--- src/logic/fieldbus_addr_pkg.sv ---
// Purpose: Shared constants for the fieldbus slave address, baud and status logic.
// Assumes: A 40 MHz system clock.
// Notes:   Cycle counts are derived from the printed times and the clock rate.
`default_nettype none

package fieldbus_addr_pkg;

	// ****************************************************************
	// Clock and timing
	// ****************************************************************
	localparam int unsigned CLK_HZ         = 40_000_000;
	localparam int unsigned LED_HALF_MS    = 1000;
	localparam int unsigned LED_HALF_CYC   = CLK_HZ / 1000 * LED_HALF_MS;
	localparam int unsigned FLASH_HOLD_MS  = 50;
	localparam int unsigned FLASH_HOLD_CYC = CLK_HZ / 1000 * FLASH_HOLD_MS;

	// ****************************************************************
	// Station address
	// ****************************************************************
	localparam logic [6:0] ADDR_MIN      = 7'h01;
	localparam logic [6:0] ADDR_MAX      = 7'h7D;
	localparam logic [6:0] ADDR_DEFAULT  = 7'h7E;
	localparam logic [6:0] ADDR_RESET    = 7'h00;
	localparam logic [3:0] SW_DEFAULT    = 4'hD;
	localparam logic [1:0] CAPTURE_DELAY = 2'h3;

	// ****************************************************************
	// Cyclic data image limits
	// ****************************************************************
	localparam logic [7:0] IN_LEN_MAX    = 8'h90;
	localparam logic [7:0] OUT_LEN_MAX   = 8'h12;
	localparam logic [8:0] TOTAL_LEN_MAX = 9'h0A2;

	// ****************************************************************
	// Baud detection
	// ****************************************************************
	typedef enum logic [3:0] {
		BAUD_NONE, BAUD_9K6, BAUD_19K2, BAUD_93K75, BAUD_187K5,
		BAUD_500K, BAUD_1M5, BAUD_3M, BAUD_6M, BAUD_12M
	} baud_rate_e;
	// Upper bounds of the shortest low pulse, in clock cycles, for each rate.
	localparam logic [12:0] THR_12M   = 13'h0004;
	localparam logic [12:0] THR_6M    = 13'h0009;
	localparam logic [12:0] THR_3M    = 13'h0013;
	localparam logic [12:0] THR_1M5   = 13'h0035;
	localparam logic [12:0] THR_500K  = 13'h0092;
	localparam logic [12:0] THR_187K5 = 13'h013F;
	localparam logic [12:0] THR_93K75 = 13'h04E6;
	localparam logic [12:0] THR_19K2  = 13'h0C34;
	localparam logic [12:0] THR_9K6   = 13'h1FFE;
	localparam logic [12:0] PULSE_SAT = 13'h1FFF;
	localparam logic [4:0]  BAUD_EDGES = 5'h10;

endpackage

`default_nettype wire

--- src/logic/baud_detect.sv ---
// Purpose: Detects the bus bit rate from the shortest low pulse on the receive line.
// Assumes: rxd_i is already synchronised to clk_i.
// Notes:   A fresh estimate is published after every window of low pulses.
`default_nettype none

module baud_detect (
	input  wire logic                            clk_i,   // System clock
	input  wire logic                            nrst_i,  // Asynchronous reset, active low
	input  wire logic                            rxd_i,   // Synchronised receive line
	output var  fieldbus_addr_pkg::baud_rate_e   rate_o,  // Detected rate
	output logic                                 lock_o   // Rate is valid
);

	logic [12:0] run_q;
	logic [12:0] min_q;
	logic [4:0]  edges_q;
	logic        rxd_q;
	fieldbus_addr_pkg::baud_rate_e rate_q;
	fieldbus_addr_pkg::baud_rate_e class_d;
	logic        lock_q;
	logic        pulse_end;

	assign pulse_end = rxd_i && !rxd_q;

	always_ff @(posedge clk_i or negedge nrst_i)
	begin
		if (!nrst_i)
			rxd_q <= 1'b1;
		else
			rxd_q <= rxd_i;
	end

	always_ff @(posedge clk_i or negedge nrst_i)
	begin
		if (!nrst_i)
			run_q <= 13'h0000;
		else if (rxd_i)
			run_q <= 13'h0000;
		else if (run_q != fieldbus_addr_pkg::PULSE_SAT)
			run_q <= run_q + 13'h0001;
	end

	// The shortest low pulse is one bit; longer ones are runs of zero bits.
	always_ff @(posedge clk_i or negedge nrst_i)
	begin
		if (!nrst_i)
		begin
			min_q   <= fieldbus_addr_pkg::PULSE_SAT;
			edges_q <= 5'h00;
		end
		else if (pulse_end && edges_q == fieldbus_addr_pkg::BAUD_EDGES - 5'h01)
		begin
			min_q   <= fieldbus_addr_pkg::PULSE_SAT;
			edges_q <= 5'h00;
		end
		else if (pulse_end)
		begin
			if (run_q < min_q)
				min_q <= run_q;
			edges_q <= edges_q + 5'h01;
		end
	end

	always_comb
	begin
		if (min_q <= fieldbus_addr_pkg::THR_12M)
			class_d = fieldbus_addr_pkg::BAUD_12M;
		else if (min_q <= fieldbus_addr_pkg::THR_6M)
			class_d = fieldbus_addr_pkg::BAUD_6M;
		else if (min_q <= fieldbus_addr_pkg::THR_3M)
			class_d = fieldbus_addr_pkg::BAUD_3M;
		else if (min_q <= fieldbus_addr_pkg::THR_1M5)
			class_d = fieldbus_addr_pkg::BAUD_1M5;
		else if (min_q <= fieldbus_addr_pkg::THR_500K)
			class_d = fieldbus_addr_pkg::BAUD_500K;
		else if (min_q <= fieldbus_addr_pkg::THR_187K5)
			class_d = fieldbus_addr_pkg::BAUD_187K5;
		else if (min_q <= fieldbus_addr_pkg::THR_93K75)
			class_d = fieldbus_addr_pkg::BAUD_93K75;
		else if (min_q <= fieldbus_addr_pkg::THR_19K2)
			class_d = fieldbus_addr_pkg::BAUD_19K2;
		else if (min_q <= fieldbus_addr_pkg::THR_9K6)
			class_d = fieldbus_addr_pkg::BAUD_9K6;
		else
			class_d = fieldbus_addr_pkg::BAUD_NONE;
	end

	// automatic rate choice
	always_ff @(posedge clk_i or negedge nrst_i)
	begin
		if (!nrst_i)
		begin
			rate_q <= fieldbus_addr_pkg::BAUD_NONE;
			lock_q <= 1'b0;
		end
		else if (pulse_end && edges_q == fieldbus_addr_pkg::BAUD_EDGES - 5'h01)
		begin
			rate_q <= class_d;
			lock_q <= (class_d != fieldbus_addr_pkg::BAUD_NONE);
		end
	end

	assign rate_o = rate_q;
	assign lock_o = lock_q;
endmodule // baud_detect

`default_nettype wire

--- src/logic/fieldbus_slave_address_status.sv ---
// Purpose: Station address capture, baud detection, status indicator and data image checks of a fieldbus slave.
// Assumes: Switch and receive pins are asynchronous; protocol engine signals share CLK_I.
// Notes:   The address is frozen after reset until the next reset.
// Notes on behaviour
// The station address is read from the two rotary switches after reset and then enables bus operation.
// Addresses 1 to 125 are used as set; a larger decoded value becomes 126.
// The left switch is the tens digit and the right switch the units digit.
// Either switch on position D forces address 126.
// Switch movement while running leaves the active address unchanged until the next reset.
// The indicator is steady for good cyclic exchange, flashes on acyclic traffic, and blinks 1 s on 1 s off otherwise.
// The bit rate is detected automatically from the nine supported rates.
// Configurations above 144 input, 18 output or 162 total bytes are refused.
// Cyclic exchange goes with the class 1 master and acyclic exchange with the class 2 master.
// Parameters come from non-volatile storage, so the slave is operational without bus parameterization.
// Parameterization by the class 1 master is accepted only for the default configuration.
// The sampled address is registered once after reset release and held until the next reset.
`default_nettype none

module fieldbus_slave_address_status #(
	parameter int unsigned LED_HALF_CYCLES = fieldbus_addr_pkg::LED_HALF_CYC,   // Blink half period
	parameter int unsigned FLASH_CYCLES    = fieldbus_addr_pkg::FLASH_HOLD_CYC  // Flash mode hold time
) (
	input  wire logic       CLK_I,           // System clock, 40 MHz
	input  wire logic       NRST_I,          // Asynchronous reset, active low
	input  wire logic [3:0] SW_TENS_I,       // Left rotary switch
	input  wire logic [3:0] SW_UNITS_I,      // Right rotary switch
	input  wire logic       RXD_I,           // Bus receive line
	input  wire logic       PARAM_LOADED_I,  // Stored parameters are loaded
	input  wire logic       CYC_OK_I,        // Cyclic exchange running
	input  wire logic       COMM_ERR_I,      // Communication error
	input  wire logic       ACYC_EV_I,       // Acyclic or other protocol frame seen
	input  wire logic       FRAME_I,         // Frame request strobe
	input  wire logic       FRAME_ACYC_I,    // Frame is acyclic
	input  wire logic       FRAME_CLASS2_I,  // Frame is from a class 2 master
	input  wire logic       CFG_REQ_I,       // Parameterization request strobe
	input  wire logic       CFG_DEFAULT_I,   // Requested configuration is the default
	input  wire logic [7:0] IN_LEN_I,        // Requested input bytes
	input  wire logic [7:0] OUT_LEN_I,       // Requested output bytes
	output logic      [6:0] STATION_ADDR_O,  // Active station address
	output logic            ADDR_VALID_O,    // Address captured
	output logic            OPERATIONAL_O,   // Slave ready for bus
	output logic      [3:0] BAUD_RATE_O,     // Detected rate code
	output logic            BAUD_LOCK_O,     // Rate detected
	output logic            LED_O,           // Communication indicator, high lit
	output logic            FRAME_OK_O,      // Frame accepted pulse
	output logic            FRAME_BAD_O,     // Frame refused pulse
	output logic            CFG_ACK_O,       // Parameterization accepted pulse
	output logic            CFG_NAK_O        // Parameterization refused pulse
);

	// ****************************************************************
	// Input synchronisers
	// ****************************************************************
	logic [3:0] tens_meta_q;
	logic [3:0] tens_sync_q;
	logic [3:0] units_meta_q;
	logic [3:0] units_sync_q;
	logic       rxd_meta_q;
	logic       rxd_sync_q;

	always_ff @(posedge CLK_I or negedge NRST_I)
	begin
		if (!NRST_I)
		begin
			tens_meta_q  <= 4'h0;
			tens_sync_q  <= 4'h0;
			units_meta_q <= 4'h0;
			units_sync_q <= 4'h0;
			rxd_meta_q   <= 1'b1;
			rxd_sync_q   <= 1'b1;
		end
		else
		begin
			tens_meta_q  <= SW_TENS_I;
			tens_sync_q  <= tens_meta_q;
			units_meta_q <= SW_UNITS_I;
			units_sync_q <= units_meta_q;
			rxd_meta_q   <= RXD_I;
			rxd_sync_q   <= rxd_meta_q;
		end
	end

	// ****************************************************************
	// Station address
	// ****************************************************************
	logic [1:0] cap_cnt_q;
	logic [6:0] addr_q;
	logic [6:0] addr_d;
	logic       valid_q;

	function automatic logic [6:0] decode_addr(input logic [3:0] tens, input logic [3:0] units);
		logic [7:0] value;
		value = 8'(8'({4'h0, tens}) * 8'h0A) + 8'({4'h0, units});
		// position D default
		if (tens == fieldbus_addr_pkg::SW_DEFAULT || units == fieldbus_addr_pkg::SW_DEFAULT)
			return fieldbus_addr_pkg::ADDR_DEFAULT;
		// out of range default
		else if (value > 8'({1'b0, fieldbus_addr_pkg::ADDR_MAX}) || value == 8'h00)
			return fieldbus_addr_pkg::ADDR_DEFAULT;
		else
			return value[6:0];
	endfunction

	// tens and units digits
	assign addr_d = decode_addr(tens_sync_q, units_sync_q);

	// The wait lets the synchronisers fill with the real switch level first.
	always_ff @(posedge CLK_I or negedge NRST_I)
	begin
		if (!NRST_I)
			cap_cnt_q <= 2'h0;
		else if (cap_cnt_q != fieldbus_addr_pkg::CAPTURE_DELAY)
			cap_cnt_q <= cap_cnt_q + 2'h1;
	end

	// later moves ignored
	// single capture after reset
	always_ff @(posedge CLK_I or negedge NRST_I)
	begin
		if (!NRST_I)
		begin
			addr_q  <= fieldbus_addr_pkg::ADDR_RESET;
			valid_q <= 1'b0;
		end
		else if (!valid_q && cap_cnt_q == fieldbus_addr_pkg::CAPTURE_DELAY)
		begin
			// sample switches at start
			addr_q  <= addr_d;
			valid_q <= 1'b1;
		end
	end

	assign STATION_ADDR_O = addr_q;
	assign ADDR_VALID_O   = valid_q;

	// ****************************************************************
	// Operational state and baud rate
	// ****************************************************************
	logic oper_q;
	fieldbus_addr_pkg::baud_rate_e rate;

	// no bus parameterization needed
	always_ff @(posedge CLK_I or negedge NRST_I)
	begin
		if (!NRST_I)
			oper_q <= 1'b0;
		else
			oper_q <= valid_q && PARAM_LOADED_I;
	end

	assign OPERATIONAL_O = oper_q;

	// autobaud detector
	baud_detect u_baud (
		.clk_i  (CLK_I),
		.nrst_i (NRST_I),
		.rxd_i  (rxd_sync_q),
		.rate_o (rate),
		.lock_o (BAUD_LOCK_O)
	);

	assign BAUD_RATE_O = rate;

	// ****************************************************************
	// Communication indicator
	// ****************************************************************
	logic [25:0] blink_cnt_q;
	logic        blink_q;
	logic [21:0] flash_cnt_q;
	logic        flash_q;
	logic        led_q;

	// one second blink timebase
	always_ff @(posedge CLK_I or negedge NRST_I)
	begin
		if (!NRST_I)
		begin
			blink_cnt_q <= 26'h0000000;
			blink_q     <= 1'b1;
		end
		else if (blink_cnt_q == 26'(LED_HALF_CYCLES - 1))
		begin
			blink_cnt_q <= 26'h0000000;
			blink_q     <= !blink_q;
		end
		else
			blink_cnt_q <= blink_cnt_q + 26'h0000001;
	end

	// Each acyclic frame toggles flash_q, which the lamp shows during the hold unless cyclic exchange is good or an error is present.
	always_ff @(posedge CLK_I or negedge NRST_I)
	begin
		if (!NRST_I)
		begin
			flash_cnt_q <= 22'h000000;
			flash_q     <= 1'b0;
		end
		else if (ACYC_EV_I)
		begin
			flash_cnt_q <= 22'(FLASH_CYCLES);
			flash_q     <= !flash_q;
		end
		else if (flash_cnt_q != 22'h000000)
			flash_cnt_q <= flash_cnt_q - 22'h000001;
	end

	// indicator mode select
	always_ff @(posedge CLK_I or negedge NRST_I)
	begin
		if (!NRST_I)
			led_q <= 1'b0;
		else if (CYC_OK_I && !COMM_ERR_I)
			led_q <= 1'b1;
		else if (flash_cnt_q != 22'h000000 && !COMM_ERR_I)
			led_q <= flash_q;
		else
			led_q <= blink_q;
	end

	assign LED_O = led_q;

	// ****************************************************************
	// Frame class check and parameterization
	// ****************************************************************
	logic       frame_ok_q;
	logic       frame_bad_q;
	logic       cfg_ack_q;
	logic       cfg_nak_q;
	logic       len_ok;
	logic [8:0] total_len;

	// class 1 cyclic, class 2 acyclic
	always_ff @(posedge CLK_I or negedge NRST_I)
	begin
		if (!NRST_I)
		begin
			frame_ok_q  <= 1'b0;
			frame_bad_q <= 1'b0;
		end
		else
		begin
			frame_ok_q  <= FRAME_I && oper_q && (FRAME_CLASS2_I == FRAME_ACYC_I);
			frame_bad_q <= FRAME_I && !(oper_q && (FRAME_CLASS2_I == FRAME_ACYC_I));
		end
	end

	assign total_len = {1'b0, IN_LEN_I} + {1'b0, OUT_LEN_I};

	// data image limits
	assign len_ok = IN_LEN_I <= fieldbus_addr_pkg::IN_LEN_MAX && OUT_LEN_I <= fieldbus_addr_pkg::OUT_LEN_MAX
		&& total_len <= fieldbus_addr_pkg::TOTAL_LEN_MAX;

	// default configuration only
	always_ff @(posedge CLK_I or negedge NRST_I)
	begin
		if (!NRST_I)
		begin
			cfg_ack_q <= 1'b0;
			cfg_nak_q <= 1'b0;
		end
		else
		begin
			cfg_ack_q <= CFG_REQ_I && CFG_DEFAULT_I && len_ok;
			cfg_nak_q <= CFG_REQ_I && !(CFG_DEFAULT_I && len_ok);
		end
	end

	assign FRAME_OK_O  = frame_ok_q;
	assign FRAME_BAD_O = frame_bad_q;
	assign CFG_ACK_O   = cfg_ack_q;
	assign CFG_NAK_O   = cfg_nak_q;
endmodule // fieldbus_slave_address_status

`default_nettype wire

--- config.mk ---
export PLATFORM = sky130hd
export DESIGN_NAME = fieldbus_slave_address_status
export DESIGN_NICKNAME = d
export VERILOG_FILES = /design/src/logic/fieldbus_addr_pkg.sv /design/src/logic/baud_detect.sv /design/src/logic/fieldbus_slave_address_status.sv
export SDC_FILE = /design/constraint.sdc
export NUM_CORES = 1
export LEC_CHECK = 0
export BUFFER_PORTS_ARGS = -buffer_cell sky130_fd_sc_hd__buf_2
export CAP_MARGIN = 20
export CORE_AREA = 2 2 84 127
export DETAILED_ROUTE_END_ITERATION = 8
export DIE_AREA = 0 0 86 129
export MAX_ROUTING_LAYER = met4
export PLACE_DENSITY = 0.84
export SYNTH_ARGS = -nofsm -noshare
export SYNTH_HDL_FRONTEND = slang
export SYNTH_SLANG_ARGS = --single-unit
--- constraint.sdc ---
create_clock -name CLK_I -period 4.7 [get_ports CLK_I]
set_input_delay 0.705 -clock CLK_I [delete_from_list [all_inputs] [get_ports CLK_I]]
set_output_delay 0.705 -clock CLK_I [all_outputs]
set_load 0.02 [all_outputs]
==> out/results.md <==
| Quantity | This run | Unit |
| --- | --- | --- |
| Critical path type | reg2reg | - |
| Power density relative to cell area | 477 | nW/um^2 |
| Top delay family on crit path | adder cells | - |
| Longest individual stage delay on the worst path | 670 | ps |
| Share of synthesized area occupied by flip-flops and latches | 0.484 | - |
| Post-layout nets | 740 | - |
| Unrepaired setup endpoints after global routing | no | - |
| Number of enable-type register cells in the synthesized netlist | 0 | - |
| Number of gates resized after CTS | 0 | - |
| Average wire per cell in the routed design | 16.5 | um |
| Slew of the pin with the lowest slew margin | 796 | ps |
| Antenna violations before repair | 0 | - |
| R2R Path End | STATION_ADDR_O[0]$_DFFE_PN0P_ | - |
| Floorplan die height | 129 | um |
| Vias per Instance | 6.17 | - |
| Filler instances | 668 | - |
| Layout-stage area growth over the synthesis result | 15.9 | % |
| First-pass GRT wire length | 22800 | um |
| Final min period | 3270 | ps |
| TritonCTS Buffers | 17 | - |
| Width of the chip | 86 | um |
| Area share of xor/xnor cells in the synthesized design | 0.0829 | - |
| Slowest cell on the critical path | o311ai_1 | - |
| Drt total wl | 13200 | um |
| Synthesized-area fraction occupied by ao, oa, aoi and oai cells | 0.148 | - |
| LEAKAGE | 3.14 | nW |
| Synthesized area divided by synthesized cell count | 10.4 | um^2 |
| Required time at the endpoint of the critical path | 5010 | ps |
| Worst Path Arrival | 3580 | ps |
| Largest vdd supply drop | 315 | uV |
| Arithmetic-cell share of the synthesized area counting full adders, half adders and majority gates | 0.0751 | - |
| Post-CTS Setup Inserts | 0 | - |
| Cells along the critical path | ha_1 > ha_1 > fa_1 > xnor3_1 > nand2_1 > mux2_2 > o311ai_1 > a31oi_1 > a22o_1 | - |
| Worst-case register-to-register setup slack | 1430 | ps |
| Maximum clock frequency | 306 | MHz |
| Global route overflow | 0 | - |
| Flops & latches, synth | 121 | - |
| Library cell with the largest summed area after synthesis | dfrtp_1 | - |
| Most numerous cell on the critical path | ha_1 | - |
| Skew final | 12.6 | ps |
| Nature of the critical path endpoint | flip-flop | - |
| # IOs | 55 | - |
| TNS Setup | 0 | ps |
| Count of mapped cells out of synthesis | 605 | - |
| Pin count of the biggest net entering global routing | 52 | - |
| Largest family of logic cells by synthesized area | simple AND/OR/NAND/NOR gates | - |
| Multi-input gate area | 3080 | um^2 |
| Overall track demand over capacity in global routing | 0.268 | - |
| Post-synthesis share of cell area spent on and, or, nand and nor gates | 0.175 | - |
| Worst Hold Class | in2async | - |
| CP Depth | 9 | - |
| Most used flip-flop cell after synthesis | dfrtp_1 | - |
| Detailed-route DRC error count | 0 | - |
| Cell variety after synth | 68 | - |
| Mux contribution to synthesized area | 0.00855 | - |
| Number of sinks driven by the clock tree | 121 | - |
| Number of setup violations in the final report | 0 | - |
| Yosys top cell area share | 0.413 | - |
| Number of standard cells in the layout, taps in and fillers out | 798 | - |
| DRT Pass-1 Iters | 5 | - |
| Highest fanout seen on the critical path | 7 | - |
| FF/Latch Area | 3050 | um^2 |
| Post-synthesis instance area | 6290 | um^2 |
| Setup crit start kind | flip-flop | - |
| Number of port buffers | 54 | - |
| Worst r2r src | tens_sync_q[1]$_DFF_PN0_ | - |
| TritonCTS clock tree | done | - |
| Hold Slack | 302 | ps |
| Worst-path clk slew | 60 | ps |
| Max Cap Viol | 0 | - |
| Status | finished, final reports clean | - |
| Cell Count Post-Placement | 766 | - |
| Via count of the first global-routing pass | 5138 | - |
| Via total after detailed routing | 4923 | - |
| Placement Rows | 45 | - |
| Final hold violations | 0 | - |
| DRT antenna net count | 0 | - |
| Starting utilization of the core area | 0.632 | - |
| Headroom to the max-slew limit | 0.461 | - |
| Synthesized netlist net count | 677 | - |
| Commonest non-fill, non-tap cell in the layout | dfrtp_1 | - |
| CTS Buffer Depth | 2 | - |
| Floorplan Core Area | 9970 | um^2 |
| Fraction of registers with async set or reset after synthesis | 1.00 | - |
| Logic depth of the worst register-to-register path | 9 | - |
| Period Utilization, post-route | 0.696 | - |
| Clock root cell | clkbuf_16 | - |
| Routability Congestion | 0.875 | - |
| Share of post-route cells with drive strength above 1 | 0.181 | - |
| Cts hold-fix bufs | 0 | - |
| Die area | 11100 | um^2 |
| Dpl hpwl | 9220 | um |
| Final-report max-slew violation count | 0 | - |
| Clock Latency Late Sink | 420 | ps |
| Level count of the clock H-tree | 4 | - |
| Number of antenna repair diodes | 0 | - |
| Most frequent cells in the layout | dfrtp_1 (104), nor2_1 (71), buf_2 (53), nand2_1 (36), xnor2_1 (35) | - |
| Synthesis Warnings | 0 | - |
| Total buffers and inverters traversed by the critical path | 0 | - |
| Number of design-rule violations left by the first detailed-router iteration | 283 | - |
| Cell types occupying the most area after synthesis | dfrtp_1 (41%), dfstp_2 (7.1%), ha_1 (6.6%) | - |
==> worst max-delay path by stage <==
stage | startpoint | to | slack [ps]
6_report | tens_sync_q[1]$_DFF_PN0_ | STATION_ADDR_O[0]$_DFFE_PN0P_ | 1430
5_1_grt | tens_sync_q[1]$_DFF_PN0_ | STATION_ADDR_O[0]$_DFFE_PN0P_ | 1180
4_1_cts | tens_sync_q[1]$_DFF_PN0_ | STATION_ADDR_O[0]$_DFFE_PN0P_ | 1430
3_5_place_dp | tens_sync_q[1]$_DFF_PN0_ | STATION_ADDR_O[0]$_DFFE_PN0P_ | 1460
3_3_place_gp | tens_sync_q[1]$_DFF_PN0_ | STATION_ADDR_O[0]$_DFFE_PN0P_ | 1550
2_1_floorplan | tens_sync_q[1]$_DFF_PN0_ | STATION_ADDR_O[0]$_DFFE_PN0P_ | 1720
==> worst reg2reg max path: stages (launching register included) <==
cell and delay [ps]:
dfrtp_1 450, ha_1 330, ha_1 240, fa_1 470, xnor3_1 390, nand2_1 50
mux2_2 270, o311ai_1 670, a31oi_1 80, a22o_1 210
==> metrics by stage <==
stage	util	worst slack [ps]	area, um^2	power (W)
3_5_place_dp	0.669	1460	6670	0.00211
3_3_place_gp	0.669	1550	6670	0.00206
4_1_cts	0.732	1430	7300	0.00349
6_report	0.732	1430	7300	0.00348
5_1_grt	0.732	1180	7300	0.00366
2_1_floorplan	-	1720	6290	0.00189
==> cell usage after synthesis (all sizes together) (9+ instances only) <==
cell,number
nand3,19
a31oi,9
ha,33
xnor2,35
o211ai,29
clkbuf,9
nand2,36
dfstp,17
nor2,71
dfrtp,104
nor3,16
xor2,22
o21ai,15
nand4,15
a21oi,19
inv,25
and3,10
==> per-layer routing <==
layer,share of wire,vias to the layer above,track usage
li1,-,2328,-
met1,0.38,2427,0.278
met2,0.56,132,0.479
met3,0.037,36,0.0577
met4,0.026,0,0.120
met5,0,-,-
==> cells by family (layout without fill, tap and decap cells) <==
family          count (synthesis)  after routing
compound gates                129            129
xor+xnor                       58             58
fa+ha+maj                      36             36
buf+inv                        39            115
flops                         121            121
mux                             5              5
simple gates                  217            217
==> flip-flops by register name, indices dropped and copies added (netlist names), 2 cells and up <==
| signal | flops |
|---|---|
| cap_cnt_q | 2 |
| tens_sync_q | 4 |
| u_baud.min_q | 13 |
| u_baud.run_q | 13 |
| u_baud.rate_o | 4 |
| STATION_ADDR_O | 7 |
| units_sync_q | 4 |
| units_meta_q | 4 |
| u_baud.edges_q | 5 |
| flash_cnt_q | 22 |
| tens_meta_q | 4 |
| blink_cnt_q | 26 |
==> cell type report <==
class | count | share of cell area
tap | 117 | 0.0201
timing repair buffer | 58 | 0.0415
clock buffer | 18 | 0.0588
inverter | 25 | 0.0129
clock inverter | 14 | 0.0271
multi-input combinational | 445 | 0.422
sequential | 121 | 0.418
==> report_power, final <==
| part | switching (W) | leakage, nW | internal, W |
|---|---|---|---|
| combinational | 0.000503 | 1.38 | 0.000300 |
| sequential | 0.000119 | 1.47 | 0.00120 |
| clock | 0.000475 | 0.289 | 0.000888 |
Note: power is estimated with default switching activity, not from simulation.
